### src/rtl/dcq_consts.svh
// Constants for the debug comparator qualifier: window offsets, control
// field positions, writable masks and reset values.
// Assumes inclusion by the top module only.
`ifndef DCQ_CONSTS_SVH
`define DCQ_CONSTS_SVH

// Byte offsets of the comparator window within the debug register map.
`define DCQ_OFS_CTL 8'h28
`define DCQ_OFS_AHI 8'h29
`define DCQ_OFS_WIN_LAST 8'h2F

// Control register field positions.
`define DCQ_BIT_SIZE_EN 7
`define DCQ_BIT_INV_DATA 6
`define DCQ_BIT_SIZE_VAL 6
`define DCQ_BIT_TAG 5
`define DCQ_BIT_BREAK 4
`define DCQ_BIT_RW_VAL 3
`define DCQ_BIT_RW_EN 2
`define DCQ_BIT_ENABLE 0

// Writable bits of each control register; all others read as zero.
`define DCQ_CTL_WMASK_A 8'h7D
`define DCQ_CTL_WMASK_B 8'hFD
`define DCQ_CTL_WMASK_C 8'h3D

// Reset values.
`define DCQ_CTL_RESET 8'h00
`define DCQ_AHI_RESET 2'h0
`define DCQ_RDATA_RESET 8'h00

`endif

### src/rtl/dcq_pkg.sv
// Types shared by the debug comparator qualifier.
// Assumes the constants header sits beside this file.
package dcq_pkg;

   // Comparator-select field from the main debug control register.
   typedef enum logic [1:0] {
      DCQ_SEL_A = 2'h0,
      DCQ_SEL_B = 2'h1,
      DCQ_SEL_C = 2'h2,
      DCQ_SEL_NONE = 2'h3
   } dcq_sel_type;

   // Number of comparator channels.
   localparam int DCQ_CHANNELS = 3;

endpackage : dcq_pkg

### src/rtl/dcq_top.sv
// Debug comparator qualifier: control and high address compare registers
// for comparators A, B and C, and qualification of their bus matches.
// Assumes every input is driven by logic on clk_sys; the mid, low and data
// compare results arrive already computed from neighbouring logic.
`timescale 1ns/10ps
`include "dcq_consts.svh"

module dcq_top (
   // Clock and reset.
   input wire logic clk_sys,
   input wire logic rst,
   // Register port.
   input wire logic [7:0] reg_addr,
   input wire logic [7:0] reg_wdata,
   input wire logic reg_wr,
   input wire logic reg_rd,
   output logic [7:0] reg_rdata,
   // Main debug control state.
   input wire dcq_pkg::dcq_sel_type comparator_select,
   input wire logic armed,
   input wire logic global_breakpoint_enable,
   // Monitored core bus.
   input wire logic bus_access,
   input wire logic [1:0] bus_addr_high,
   input wire logic bus_rw,
   input wire logic bus_byte,
   input wire logic [2:0] addr_low_match,
   input wire logic data_equal,
   input wire logic [2:0] tag_exec,
   // Qualified results.
   output logic [2:0] cmp_match,
   output logic [2:0] tag_request,
   output logic session_end,
   output logic disarm_req,
   output logic breakpoint
);
   import dcq_pkg::*;

   logic [7:0] ctl_r [0:2];
   logic [1:0] ahi_r [0:2];
   logic [7:0] rdata_r;
   logic [7:0] rdata_nxt;
   logic [2:0] match_r;
   logic [2:0] match_nxt;
   logic [2:0] tagreq_r;
   logic [2:0] tagreq_nxt;
   logic end_r;
   logic disarm_r;
   logic bp_r;
   logic break_hit;
   logic wr_ok;

   // Channel index of the selected comparator, valid unless none is shown.
   function automatic int sel_idx(input dcq_sel_type s);
      sel_idx = int'(s);
   endfunction

   // Writable bits of a channel's control register.
   function automatic logic [7:0] ctl_wmask(input int ch);
      case (ch)
         0: ctl_wmask = `DCQ_CTL_WMASK_A;
         1: ctl_wmask = `DCQ_CTL_WMASK_B;
         default: ctl_wmask = `DCQ_CTL_WMASK_C;
      endcase
   endfunction

   // A write lands only when a comparator is shown and the module is idle.
   // armed gates writes
   assign wr_ok = reg_wr && !armed && (comparator_select != DCQ_SEL_NONE);

   // Control registers; only the selected one can take a write.
   // selected control write
   always_ff @(posedge clk_sys or posedge rst) begin
      if (rst) begin
         for (int i = 0; i < DCQ_CHANNELS; i++) begin
            ctl_r[i] <= `DCQ_CTL_RESET;
         end
      end else if (wr_ok && reg_addr == `DCQ_OFS_CTL) begin
         for (int i = 0; i < DCQ_CHANNELS; i++) begin
            if (sel_idx(comparator_select) == i) begin
               ctl_r[i] <= reg_wdata & ctl_wmask(i);
            end
         end
      end
   end

   // High address compare registers, two bits each.
   // high address bits
   always_ff @(posedge clk_sys or posedge rst) begin
      if (rst) begin
         for (int i = 0; i < DCQ_CHANNELS; i++) begin
            ahi_r[i] <= `DCQ_AHI_RESET;
         end
      end else if (wr_ok && reg_addr == `DCQ_OFS_AHI) begin
         for (int i = 0; i < DCQ_CHANNELS; i++) begin
            if (sel_idx(comparator_select) == i) begin
               ahi_r[i] <= reg_wdata[1:0];
            end
         end
      end
   end

   // Read mux; any other byte, or no comparator shown, reads as zero.
   // window visibility
   always_comb begin
      rdata_nxt = `DCQ_RDATA_RESET;
      if (reg_rd && comparator_select != DCQ_SEL_NONE) begin
         if (reg_addr == `DCQ_OFS_CTL) begin
            rdata_nxt = ctl_r[sel_idx(comparator_select)];
         end else if (reg_addr == `DCQ_OFS_AHI) begin
            rdata_nxt = {6'h00, ahi_r[sel_idx(comparator_select)]};
         end
      end
   end

   // Read data stands only in the cycle after the strobe.
   always_ff @(posedge clk_sys or posedge rst) begin
      if (rst) begin
         rdata_r <= `DCQ_RDATA_RESET;
      end else begin
         rdata_r <= rdata_nxt;
      end
   end

   // Match qualification for each channel. A tagged channel only asks for a
   // tag and then fires when the opcode executes, so direction, size and
   // data are deliberately ignored on that path.
   always_comb begin
      match_nxt = 3'h0;
      tagreq_nxt = 3'h0;
      for (int i = 0; i < DCQ_CHANNELS; i++) begin
         logic raw;
         logic ok;
         raw = 1'b0;
         ok = 1'b1;
         raw = ctl_r[i][`DCQ_BIT_ENABLE] && bus_access && (bus_addr_high == ahi_r[i]) && addr_low_match[i];
         if (ctl_r[i][`DCQ_BIT_RW_EN] && (bus_rw != ctl_r[i][`DCQ_BIT_RW_VAL])) begin
            ok = 1'b0;
         end
         if (i == 1 && ctl_r[i][`DCQ_BIT_SIZE_EN] && (bus_byte != ctl_r[i][`DCQ_BIT_SIZE_VAL])) begin
            ok = 1'b0;
         end
         if (i == 0 && (data_equal == ctl_r[i][`DCQ_BIT_INV_DATA])) begin
            ok = 1'b0;
         end
         if (ctl_r[i][`DCQ_BIT_TAG]) begin
            tagreq_nxt[i] = raw;
            match_nxt[i] = ctl_r[i][`DCQ_BIT_ENABLE] && tag_exec[i];
         end else begin
            match_nxt[i] = raw && ok;
         end
      end
   end

   // Any firing channel with break set ends the session at once.
   // break ends session
   always_comb begin
      break_hit = 1'b0;
      for (int i = 0; i < DCQ_CHANNELS; i++) begin
         if (match_nxt[i] && ctl_r[i][`DCQ_BIT_BREAK]) begin
            break_hit = 1'b1;
         end
      end
   end

   // Registered match and tag pulses toward the sequencer and queue.
   always_ff @(posedge clk_sys or posedge rst) begin
      if (rst) begin
         match_r <= 3'h0;
         tagreq_r <= 3'h0;
      end else begin
         match_r <= match_nxt;
         tagreq_r <= tagreq_nxt;
      end
   end

   // Session end and disarm follow a break hit; the breakpoint itself is
   // withheld unless breakpoints are enabled globally.
   // break disarm
   always_ff @(posedge clk_sys or posedge rst) begin
      if (rst) begin
         end_r <= 1'b0;
         disarm_r <= 1'b0;
         bp_r <= 1'b0;
      end else begin
         end_r <= break_hit;
         disarm_r <= break_hit;
         bp_r <= break_hit && global_breakpoint_enable;
      end
   end

   assign reg_rdata = rdata_r;
   assign cmp_match = match_r;
   assign tag_request = tagreq_r;
   assign session_end = end_r;
   assign disarm_req = disarm_r;
   assign breakpoint = bp_r;
endmodule // dcq_top

### config.mk
export PLATFORM = sky130hd
export DESIGN_NAME = dcq_top
export DESIGN_NICKNAME = d
export VERILOG_FILES = /design/src/rtl/dcq_pkg.sv /design/src/rtl/dcq_top.sv
export VERILOG_INCLUDE_DIRS = /design/src /design/src/rtl
export SDC_FILE = /design/constraint.sdc
export NUM_CORES = 1
export LEC_CHECK = 0
export BUFFER_PORTS_ARGS = -buffer_cell sky130_fd_sc_hd__buf_2
export CORE_UTILIZATION = 35
export DETAILED_ROUTE_END_ITERATION = 12
export SETUP_SLACK_MARGIN = 0.4
export SLEW_MARGIN = 20
export SYNTH_ARGS = -nofsm -noshare
export SYNTH_HDL_FRONTEND = slang
export SYNTH_SLANG_ARGS = --single-unit
### constraint.sdc
create_clock -name clk_sys -period 1.6 [get_ports clk_sys]
set_input_delay 0.24 -clock clk_sys [delete_from_list [all_inputs] [get_ports clk_sys]]
set_output_delay 0.24 -clock clk_sys [all_outputs]
set_load 0.005 [all_outputs]
# [Word level (Yosys, flattened, before mapping)]
# Index checks and enable logic that the tools add are counted.
[classes] order_cmp=1 eq_ne=13 mux=29 bitwise_logic=4 n_reduce_logical=36
[ops] cell="$mux 8" count=10
[ops] cell="$ge 32x3->1 const B" count=1
[ops] cell="$not 2->32" count=1
[ops] cell="$logic_and 1x1->1" count=28
[ops] cell="$and 8x8->8" count=3
[ops] cell="$bmux 8 s2" count=1
[ops] cell="$eq 8x6->1 const B" count=2
[ops] cell="$mux 1" count=14
[ops] cell="$reduce_and 2->1" count=6
[ops] cell="$eq 2x2->1" count=3
[ops] cell="$mux 2" count=3
[ops] cell="$bmux 2 s2" count=1
[ops] cell="$eq 2x2->1 const B" count=2
[ops] cell="$ne 1x1->1" count=4
[ops] cell="$logic_not 2->1" count=1
[ops] cell="$ne 2x2->1 const B" count=1
[ops] cell="$eq 1x1->1" count=1
[ops] cell="$logic_not 1->1" count=1
[word_totals] regBits=46 input_bits=36

# [Logic depth before layout (Yosys ltp)]
# Gate-level depths: netlist of run 1.
[logic_depth] ltp_word=11 mapped_depth=7 mapped_depth_nobuf=5

# [Least setup slack after synthesis of run 1]
# No wires, ideal clock.
[synth_path] path_type="input-to-reg" startpoint="input reg_addr[6]" endpoint="register ahi_r[2] in the netlist's numbering" setup_ns=0.128 arrival_time_ns=2.021 required_time_ns=1.472 slack_ns=-0.548 path_stages=5 path_buffers=0 cell_sequence="or4b_4 > nor4b_4 > or3b_4 > nor3b_2 > mux2_1"
[synth_between] elab_chain_len=3
[synth_lines] item="from (decl)" line="dcq_top.sv:13" source="input wire logic [7:0] reg_addr,"
[synth_lines] item="$eq 8x6->1 (no source line)"
[synth_lines] item="$logic_and 1x1->1 (no source line)"
[synth_lines] item="$reduce_and 2->1 (no source line)"
[synth_lines] item="to (signal, indexed assignment)" line="dcq_top.sv:92" source="ahi_r[i] <= `DCQ_AHI_RESET;"
[synth_lines] item="to (signal, indexed assignment)" line="dcq_top.sv:97" source="ahi_r[i] <= reg_wdata[1:0];"
[synth_lines] item="to (decl)" line="dcq_top.sv:40" source="logic [1:0] ahi_r [0:2];"
# Every way passes these cells.
# A chain may end at the register's enable or synchronous reset.

# [Worst setup path after layout of run 1]
# Same ends and word-level chain as after synthesis.

==> key figures, run 1 <==
Status
  • Outcome: finished, violations left
  • Failing checks: setup timing

Worst setup path
  • CP Capture Type: flip-flop
  • Crit-path max FO: 4
  • Worst EP arrival: 2.20 ns
  • Crit path required time: 1.77 ns
  • Setup crit start kind: input port
  • WS Path Type: input port to flip-flop

Cells and area
  • Multi-input gate area: 929.6 um^2
  • Fillers: 497
  • Layout area overhead: 37.16%
  • Core Util, Final: 0.5010
  • Share of cells above drive strength 1: 0.5315
  • Commonest non-fill, non-tap cells in the layout: buf_2, dfrtp_1, mux2_2, buf_4
  • Most common cell after layout, fill and taps aside: buf_2
  • Register Area: 1001 um^2
  • Final net count: 257
  • ANT cells: 0

CTS
  • Clock-pin transition on the worst setup and hold timing paths: 0.08 ns
  • CTS tree: yes
  • CTS Buf Count: 5
  • Clk_lat worst skew: 0.29 ns
  • Htree depth: 2
  • Root buffer cell: clkbuf_8
  • Clock sink count: 40
  • Max Root-Sink Buffers: 2

Floorplan
  • Die W: 75.01 um
  • Die ar.: 5626 um^2
  • Placement Rows: 26
  • Core area: 5107 um^2
  • Initial core utilization: 0.3653
  • Die Ht: 75.01 um
  • I/O Pins: 53

Yosys
  • Cell count after synthesis: 151
  • FFs w/ async S/R, synth: 1.000
  • Main synth FF type: dfrtp_1
  • Register bit count reported by yosys: 40
  • Net Count, Synth: 187
  • Cell area after synthesis: 1866 um^2
  • Post-synth EDFFs: 0
  • Yosys warns: 0
  • Synth cell types: 37
  • Syn Area/Cell: 12.35 um^2
  • Seq/Total Area, Yosys: 0.5366

Global route
  • Initial antenna violation count: 0
  • Via count of the first global-routing pass: 1411
  • First-pass GRT wire length: 6996 um
  • Remaining global-route overflow: 0
  • Tot GR Track Use: 0.1721
  • Largest net degree at the start of global routing: 41

STA
  • Final hold vios: 0
  • Achievable Freq: 493.5 MHz
  • Setup TNS: -6.642 ns
  • PnR worst setup slack: -0.4265 ns
  • Minimum clock period: 2.027 ns
  • Slew Limit Fails: 0
  • RSZ-0062 raised after global routing: yes
  • Clock Skews: 0.002848 ns
  • # setup viols final: 24
  • Period utilisation layout: 1.267
  • Slew @ Worst Pin: 0.5110 ns
  • Headroom to the max-slew limit: 0.6594

Drt
  • Via count: 1438
  • Final ANT Viol Nets: 0
  • DRT Pass-1 Iters: 5
  • Vias per cell: 4.925
  • Iter 0 DRT Violations: 83
  • DR DRC count: 0
  • Total wire length: 4391 um
  • WL/cell: 15.04 um

Power
  • P_leak: 1.319 nW
  • Peak supply drop: 507.6 uV
  • Pwr Density: 775.0 nW/um^2

Place
  • DPL Wire Length: 3181 um
  • PortBufs: 52
  • Placer Congestion: 0.7503

Hold path
  • HP Class: input port to async pin

Job
  • MaxCap Viol Count: 0
where the power goes:
part / leakage, nW / internal, mW / switching, mW
Clock: 0.0552 / 0.463 / 0.348
Combinational: 0.705 / 0.0697 / 0.0845
Sequential: 0.559 / 1.01 / 0.00377
Total: 1.32 / 1.55 / 0.436
cells in the mapped netlist, drive strengths merged, types with 2 or more instances:
library cell | n | share of area
a21oi | 7 | 0.019
a32o | 2 | 0.011
and2 | 2 | 0.0067
buf | 4 | 0.016
clkbuf | 2 | 0.0040
dfrtp | 40 | 0.54
inv | 4 | 0.0080
mux2 | 24 | 0.14
mux2i | 8 | 0.043
nand2 | 5 | 0.010
nand3 | 4 | 0.011
nand4 | 2 | 0.0067
nor2 | 14 | 0.028
nor2b | 2 | 0.0067
nor3 | 4 | 0.013
nor3b | 2 | 0.011
xnor2 | 3 | 0.014
xor2 | 8 | 0.038
metal layers:
layer / share of wire / GRT usage
met2: 0.49 / 0.2673
met5: 0 / 0
met3: 0.064 / 0.03882
met4: 0.0071 / 0.05031
met1: 0.44 / 0.2415
stage by stage:
stage / std cells / hold slack [ns] / area (um^2) / total power, mW / worst slack (ns)
finish: 292 / 0.06232 / 2559 / 1.983 / -0.4265
global route: 292 / 0.1189 / 2559 / 2.057 / -0.4613
CTS: 291 / 0.07975 / 2500 / 1.988 / -0.3913
detailed placement: 282 / 0.3891 / 2335 / 1.184 / -0.7387
global placement: 282 / 0.3886 / 2335 / 1.183 / -0.7131
floorplan: 151 / 0.3747 / 1904 / 1.101 / -0.5450
worst max-delay path, cell delays in order:
cell     delay, ns
buf_6         0.09
or4b_4        0.53
nor4b_4       0.29
or3b_4        0.46
nor3b_4       0.25
mux2_1        0.34
final cells by class:
class                   count  share of cell area
well taps                  70             0.03423
clock inverters             2             0.01369
flip-flops and latches     40              0.3912
repair buffers             69              0.1633
multi-input cells         101              0.3633
clock buffers               6             0.02836
inverters                   4            0.005868
repair_timing:
item | 4_1_cts | 5_1_grt
buffers inserted | 1 | 1
endpoints found under the setup margin | 34 | 39
resized for setup | 12 | 13
hold buffers | 0 | 0
pin swaps | 6 | 4
cloned | 0 | 0
cells by family (layout without fill, tap and decap cells):
logic type	count (synthesis)	count (layout)	share of synthesized area
flops	40	40	0.5366
simple gates	43	43	0.1408
compound gates	15	15	0.05500
buf+inv	10	81	0.02816
mux	32	32	0.1878
xor+xnor	11	11	0.05165
sequential cells by signal, summed over array words and instances, names as in the netlist:
name and cells:
ahi_r 6, breakpoint 1, tag_request 3, cmp_match 3, reg_rdata 8, ctl_r 18, disarm_req 1
final timing paths:
check                                               from                    end  slack [ns]  depth (start not counted)
worst max-delay path                         reg_addr[6]   ahi_r[2]$_DFFE_PP0P_       -0.43                          6
worst min-delay path                                 rst  ctl_r[19]$_DFFE_PP0P_        0.06                          3
worst max register to register      ahi_r[2]$_DFFE_PP0P_   breakpoint$_DFF_PP0_        0.07                          6
worst min register to register     ctl_r[20]$_DFFE_PP0P_  ctl_r[20]$_DFFE_PP0P_        0.55                          1
max in group asynchronous                            rst  ctl_r[12]$_DFFE_PP0P_        1.18                          3
min in group clk_sys            global_breakpoint_enable   breakpoint$_DFF_PP0_        0.17                          2
Power figures use the tool's default switching activity.
==> run 2: changes to the inputs <==
--- a/config.mk
+++ b/config.mk
@@ -7,7 +7,7 @@
 export NUM_CORES = 1
 export LEC_CHECK = 0
 export BUFFER_PORTS_ARGS = -buffer_cell sky130_fd_sc_hd__buf_2
-export CORE_UTILIZATION = 35
+export CORE_UTILIZATION = 25
 export DETAILED_ROUTE_END_ITERATION = 12
 export SETUP_SLACK_MARGIN = 0.4
 export SLEW_MARGIN = 20
==> run 2 against run 1 <==
The flow still finishes with violations (setup timing). Clock-buffer cell count stayed put. Via count down 2.5%. Fmax grew 2.2%. Highest routed layer unchanged. Largest power group unchanged. Critical path type unchanged. Sequential power barely moved.
==> key figures, run 2 (synthesis gave the netlist of run 1 again) <==
Global route
  • First-pass GRT wire length: 7176 um (+2.6%)
  • Initial antenna violation count: 0 (unchanged)
  • Via count of the first global-routing pass: 1454 (+3.0%)
  • Remaining global-route overflow: 0 (unchanged)
  • Largest net degree at the start of global routing: 41 (unchanged)
  • Tot GR Track Use: 0.1259 (-0.04620)

CTS
  • Htree depth: 2 (unchanged)
  • CTS Buf Count: 5 (unchanged)
  • Clk_lat worst skew: 0.29 ns (about the same)
  • Root buffer cell: clkbuf_8
  • Clock sink count: 40 (unchanged)
  • Clock-pin transition on the worst setup and hold timing paths: 0.08 ns (about the same)
  • Max Root-Sink Buffers: 2 (unchanged)
  • CTS tree: yes
  • # hold bufs at CTS: 0 (unchanged)

Floorplan
  • Placement Rows: 31 (+19%)
  • Die W: 88.39 um (+18%)
  • Core area: 7214 um^2 (+41%)
  • Die ar.: 7812 um^2 (+39%)
  • Initial core utilization: 0.2586 (-0.1067)
  • I/O Pins: 53 (unchanged)
  • Die Ht: 88.39 um (+18%)

Place
  • Placer Congestion: 0.7470 (-0.44%)
  • DP Area: 2313 um^2 (-0.91%)
  • DPL Wire Length: 3220 um (+1.2%)
  • PortBufs: 52 (unchanged)

Drt
  • WL/cell: 13.82 um (-8.1%)
  • Iter 0 DRT Violations: 38 (-54%)
  • Via count: 1402 (-2.5%)
  • DR DRC count: 0 (unchanged)
  • Vias per cell: 4.354 (-12%)
  • Final ANT Viol Nets: 0 (unchanged)
  • Total wire length: 4449 um (+1.3%)
  • DRT Pass-1 Iters: 4 (-1)

STA
  • Clock Skews: 0.008255 ns (+0.005407 ns)
  • # setup viols final: 25 (+4.2%)
  • Setup TNS: -7.860 ns (-1.218 ns)
  • Period utilisation layout: 1.239 (-0.02781)
  • RSZ-0062 raised after global routing: yes
  • Headroom to the max-slew limit: 0.6666 (+0.007253)
  • Slew @ Worst Pin: 0.5001 ns (-0.01088 ns)
  • Slew Limit Fails: 0 (unchanged)
  • Final hold vios: 0 (unchanged)
  • Achievable Freq: 504.5 MHz (+2.2%)
  • PnR worst setup slack: -0.3821 ns (+0.04450 ns)
  • Worst hold slack: 0.06008 ns (-0.002240 ns)
  • Minimum clock period: 1.982 ns (-0.04450 ns)

Cells and area
  • Final net count: 258 (+0.39%)
  • Fillers: 747 (+50%)
  • Most common cell after layout, fill and taps aside: buf_2
  • Layout area overhead: 40.38%
  • Design Area, Final: 2619 um^2 (+2.3%)
  • Largest Register: ctl_r
  • Commonest non-fill, non-tap cells in the layout: buf_2, dfrtp_1, buf_4
  • ANT cells: 0 (unchanged)
  • Share of cells above drive strength 1: 0.5381 (+0.006585)
  • Largest register FFs: 18 (unchanged)

Worst setup path
  • Crit-path max FO: 3 (-1)
  • Reg-to-reg critical path startpoint: ctl_r[19]$_DFFE_PP0P_
  • Worst reg-to-reg path cell count: 5 (-1)
  • Setup crit start kind: input port
  • FF-to-FF End: breakpoint$_DFF_PP0_
  • Crit path required time: 1.78 ns (about the same)
  • CP Capture Type: flip-flop
  • WS Path Type: input port to flip-flop
  • CP endpoint: ahi_r[2]$_DFFE_PP0P_
  • Flop2flop setup slack: 0.07 ns (about the same)
  • Worst EP arrival: 2.16 ns (-0.04 ns)
  • Crit. Startpoint: reg_addr[6]

Status
  • Outcome: finished, violations left
  • Failing checks: setup timing

Power
  • Pwr Density: 773.9 nW/um^2 (-0.14%)
  • P_leak: 1.344 nW (+1.9%)
  • Pwr Total: 2.027 mW (+2.2%)
  • Peak supply drop: 289.2 uV (-43%)

Job
  • MaxCap Viol Count: 0 (unchanged)

Hold path
  • HP Class: input port to async pin
run 2: power breakdown:
part	switching (mW)	internal [mW]	total [mW]
combinational	0.0841	0.0668	0.151
sequential	0.00395	1.01	1.02
clock	0.348	0.510	0.858
run 2: worst min-delay path by stage:
| stage | end | start |
|---|---|---|
| detailed placement | reg_rdata[6]$_DFF_PP0_ | rst |
| global route | ctl_r[14]$_DFFE_PP0P_ | rst |
| finish | ctl_r[14]$_DFFE_PP0P_ | rst |
| global placement | reg_rdata[6]$_DFF_PP0_ | rst |
| CTS | ctl_r[13]$_DFFE_PP0P_ | rst |
| floorplan | ahi_r[2]$_DFFE_PP0P_ | reg_wdata[0] |
run 2: area by class of cell:
type                            count  area, um^2  share of cell area
Sequential cell                    40        1001              0.3822
Multi-Input combinational cell    101       937.1              0.3579
Timing Repair Buffer               70       420.4              0.1605
Tap cell                           99       123.9             0.04730
Clock buffer                        6       82.58             0.03153
Clock inverter                      2       38.79             0.01481
Inverter                            4       15.01            0.005733
run 2: stage by stage:
step / std cells / util / setup WS, ns
global route: 322 / 0.3630 / -0.4866
CTS: 319 / 0.3561 / -0.3582
global placement: 305 / 0.3207 / -0.6951
detailed placement: 305 / 0.3207 / -0.7314
floorplan: 151 / - / -0.5450
finish: 322 / 0.3630 / -0.3821
run 2: worst max-delay path, stage by stage:
cell	delay (ns)
buf_6	0.09
or4b_4	0.53
nor4b_4	0.28
or3b_4	0.44
nor3b_2	0.23
mux2_1	0.34
run 2: what timing repair did:
| item | CTS | global route |
|---|---|---|
| setup buffers | 6 | 3 |
| pin swaps | 6 | 3 |
| gates resized for setup | 21 | 7 |
| endpoints found under the setup margin | 34 | 36 |
run 2: per-layer routing:
metal / vias to the layer above / global-route usage / wire length [um]
li1: 676 / - / -
met5: - / 0 / 0
met4: 0 / 0.03959 / 41
met2: 38 / 0.2105 / 2176
met1: 684 / 0.1612 / 2031
met3: 4 / 0.02985 / 200
==> run 3: changes to the inputs <==
--- a/config.mk
+++ b/config.mk
@@ -10,6 +10,7 @@
 export CORE_UTILIZATION = 25
 export DETAILED_ROUTE_END_ITERATION = 12
 export SETUP_SLACK_MARGIN = 0.4
+export SKIP_LAST_GASP = 1
 export SLEW_MARGIN = 20
 export SYNTH_ARGS = -nofsm -noshare
 export SYNTH_HDL_FRONTEND = slang
==> run 3 against run 2 <==
The flow still finishes with violations (setup timing). Cell count stayed put. Sequential power hardly changed. Flip-flop and latch count stayed put. Register-to-register slack hardly changed. First-iteration DRC count is 16% higher. Clock skew is 0.0019 ns higher. Via count is 0.86% lower. Clock-buffer cell count stayed put. Utilization stayed put. Clock power is 0.5% higher. Critical path type unchanged. Routed wire length is 1.0% higher. Sequential share of layout area stayed put.
==> key figures, run 3 (synthesis gave the netlist of run 1 again) <==
Drt
  • Total wire length: 4495 um (+1.0%)
  • Iter 0 DRT Violations: 44 (+16%)
  • WL/cell: 13.96 um (+1.0%)
  • Via count: 1390 (-0.86%)
  • Vias per cell: 4.317 (-0.86%)
  • Final ANT Viol Nets: 0 (unchanged)
  • DR DRC count: 0 (unchanged)
  • DRT Pass-1 Iters: 4 (unchanged)

Cells and area
  • Multi-input gate area: 937.1 um^2 (unchanged)
  • Core Util, Final: 0.3630 (unchanged)
  • Layout area overhead: 40.38% (unchanged)
  • Largest Register: ctl_r
  • Final Non-Filler Cells: 322 (unchanged)
  • Design Area, Final: 2619 um^2 (unchanged)
  • Most common cell after layout, fill and taps aside: buf_2
  • Final net count: 258 (unchanged)
  • Register Area: 1001 um^2 (unchanged)
  • Fillers: 750 (+0.40%)
  • Share of cells above drive strength 1: 0.5381 (unchanged)
  • ANT cells: 0 (unchanged)
  • Commonest non-fill, non-tap cells in the layout: buf_2, dfrtp_1, buf_4
  • Largest register FFs: 18 (unchanged)

CTS
  • Clock-pin transition on the worst setup and hold timing paths: 0.08 ns (about the same)
  • Root buffer cell: clkbuf_8
  • Clk_lat worst skew: 0.29 ns (about the same)
  • Htree depth: 2 (unchanged)
  • Clock sink count: 40 (unchanged)
  • CTS tree: yes
  • Max Root-Sink Buffers: 2 (unchanged)
  • # hold bufs at CTS: 0 (unchanged)
  • CTS Buf Count: 5 (unchanged)

STA
  • Headroom to the max-slew limit: 0.6621 (-0.004546)
  • Slew Limit Fails: 0 (unchanged)
  • Worst hold slack: 0.06292 ns (+0.002840 ns)
  • # setup viols final: 25 (unchanged)
  • Period utilisation layout: 1.235 (-0.004258)
  • RSZ-0062 raised after global routing: yes
  • Final hold vios: 0 (unchanged)
  • Clock Skews: 0.01020 ns (+0.001940 ns)
  • PnR worst setup slack: -0.3752 ns (+0.006812 ns)
  • Slew @ Worst Pin: 0.5069 ns (+0.006820 ns)
  • Minimum clock period: 1.975 ns (-0.006812 ns)
  • Achievable Freq: 506.3 MHz (+0.34%)

Worst setup path
  • Setup crit start kind: input port
  • Worst EP arrival: 2.15 ns (about the same)
  • Flop2flop setup slack: 0.06 ns (about the same)
  • CP Capture Type: flip-flop
  • FF-to-FF End: breakpoint$_DFF_PP0_
  • Worst reg-to-reg path cell count: 5 (unchanged)
  • CP peak stage delay: 0.53 ns (about the same)
  • Crit path required time: 1.78 ns (about the same)
  • Critical path cell sequence: buf_6 > or4b_4 > nor4b_4 > or3b_4 > nor3b_2 > mux2_1
  • Slowest CP cell: or4b_4
  • Reg-to-reg critical path startpoint: ctl_r[19]$_DFFE_PP0P_
  • WS Path Type: input port to flip-flop
  • Crit-path max FO: 3 (unchanged)

Floorplan
  • Placement Rows: 31 (unchanged)
  • Die ar.: 7812 um^2 (unchanged)
  • Initial core utilization: 0.2586 (unchanged)
  • Core area: 7214 um^2 (unchanged)
  • Die W: 88.39 um (unchanged)
  • Die Ht: 88.39 um (unchanged)
  • I/O Pins: 53 (unchanged)

Status
  • Outcome: finished, violations left
  • Failing checks: setup timing

Power
  • Pwr Density: 775.6 nW/um^2 (+0.23%)
  • P_leak: 1.344 nW (about the same)
  • Peak supply drop: 288.9 uV (-0.13%)

Global route
  • Largest net degree at the start of global routing: 41 (unchanged)
  • Initial antenna violation count: 0 (unchanged)
  • Via count of the first global-routing pass: 1442 (-0.83%)
  • Tot GR Track Use: 0.1243 (-0.001633)
  • Remaining global-route overflow: 0 (unchanged)
  • First-pass GRT wire length: 7086 um (-1.3%)

Place
  • DP Area: 2313 um^2 (unchanged)
  • Placer Congestion: 0.7470 (unchanged)
  • Placed Cells: 305 (unchanged)
  • Pre-CTS setup slack: -0.7314 ns (unchanged)
  • DPL Wire Length: 3220 um (unchanged)
  • PortBufs: 52 (unchanged)

Job
  • MaxCap Viol Count: 0 (unchanged)

Hold path
  • HP Class: input port to async pin
==> run 3: cell counts in the layout (fill, tap and decap cells not counted) <==
No cell type changed its count.
==> run 3: per-stage QoR <==
step	power (mW)	setup TNS [ns]
finish	2.031	-7.679
global route	2.126	-10.50
CTS	2.058	-7.924
detailed placement	1.180	-16.47
global placement	1.180	-15.60
floorplan	1.101	-9.190
==> run 3: power by group <==
group	internal (mW)	leakage, nW	switching (mW)
Clock	0.510	0.0614	0.352
Combinational	0.0668	0.724	0.0847
Sequential	1.01	0.559	0.00395
==> run 3: area by class of cell <==
| type | instances | share of cell area |
|---|---|---|
| Sequential cell | 40 | 0.3822 |
| Multi-Input combinational cell | 101 | 0.3579 |
| Timing Repair Buffer | 70 | 0.1605 |
| Tap cell | 99 | 0.04730 |
| Clock buffer | 6 | 0.03153 |
| Clock inverter | 2 | 0.01481 |
| Inverter | 4 | 0.005733 |
==> run 3: worst max path at each step <==
stage,from,to,slack [ns],cells past startpoint
4_1_cts,reg_addr[6],ctl_r[15]$_DFFE_PP0P_,-0.37,8
2_1_floorplan,reg_addr[6],ahi_r[2]$_DFFE_PP0P_,-0.55,5
3_5_place_dp,reg_addr[6],ahi_r[3]$_DFFE_PP0P_,-0.73,6
6_report,reg_addr[6],ahi_r[2]$_DFFE_PP0P_,-0.38,6
5_1_grt,reg_addr[6],ctl_r[15]$_DFFE_PP0P_,-0.49,8
3_3_place_gp,reg_addr[6],ahi_r[2]$_DFFE_PP0P_,-0.70,6
==> run 3: metal layers <==
| layer | vias up | part of all wire | track usage |
|---|---|---|---|
| li1 | 675 | - | - |
| met2 | 38 | 0.48 | 0.2056 |
| met3 | 4 | 0.044 | 0.02985 |
| met4 | 0 | 0.0091 | 0.03959 |
| met5 | - | 0 | 0 |
| met1 | 673 | 0.46 | 0.1604 |
==> run 3: what timing repair did <==
action                     in CTS  in global routing
gates resized for setup        17                 11
setup endpoints to repair      34                 36
pin swaps                       6                  2
setup buffers                   6                  3
==> run 3: worst max-delay path: cells and delay by family <==
family        cells  cell delay, ns
buf+inv           1            0.09
mux               1            0.34
simple gates      4            1.48
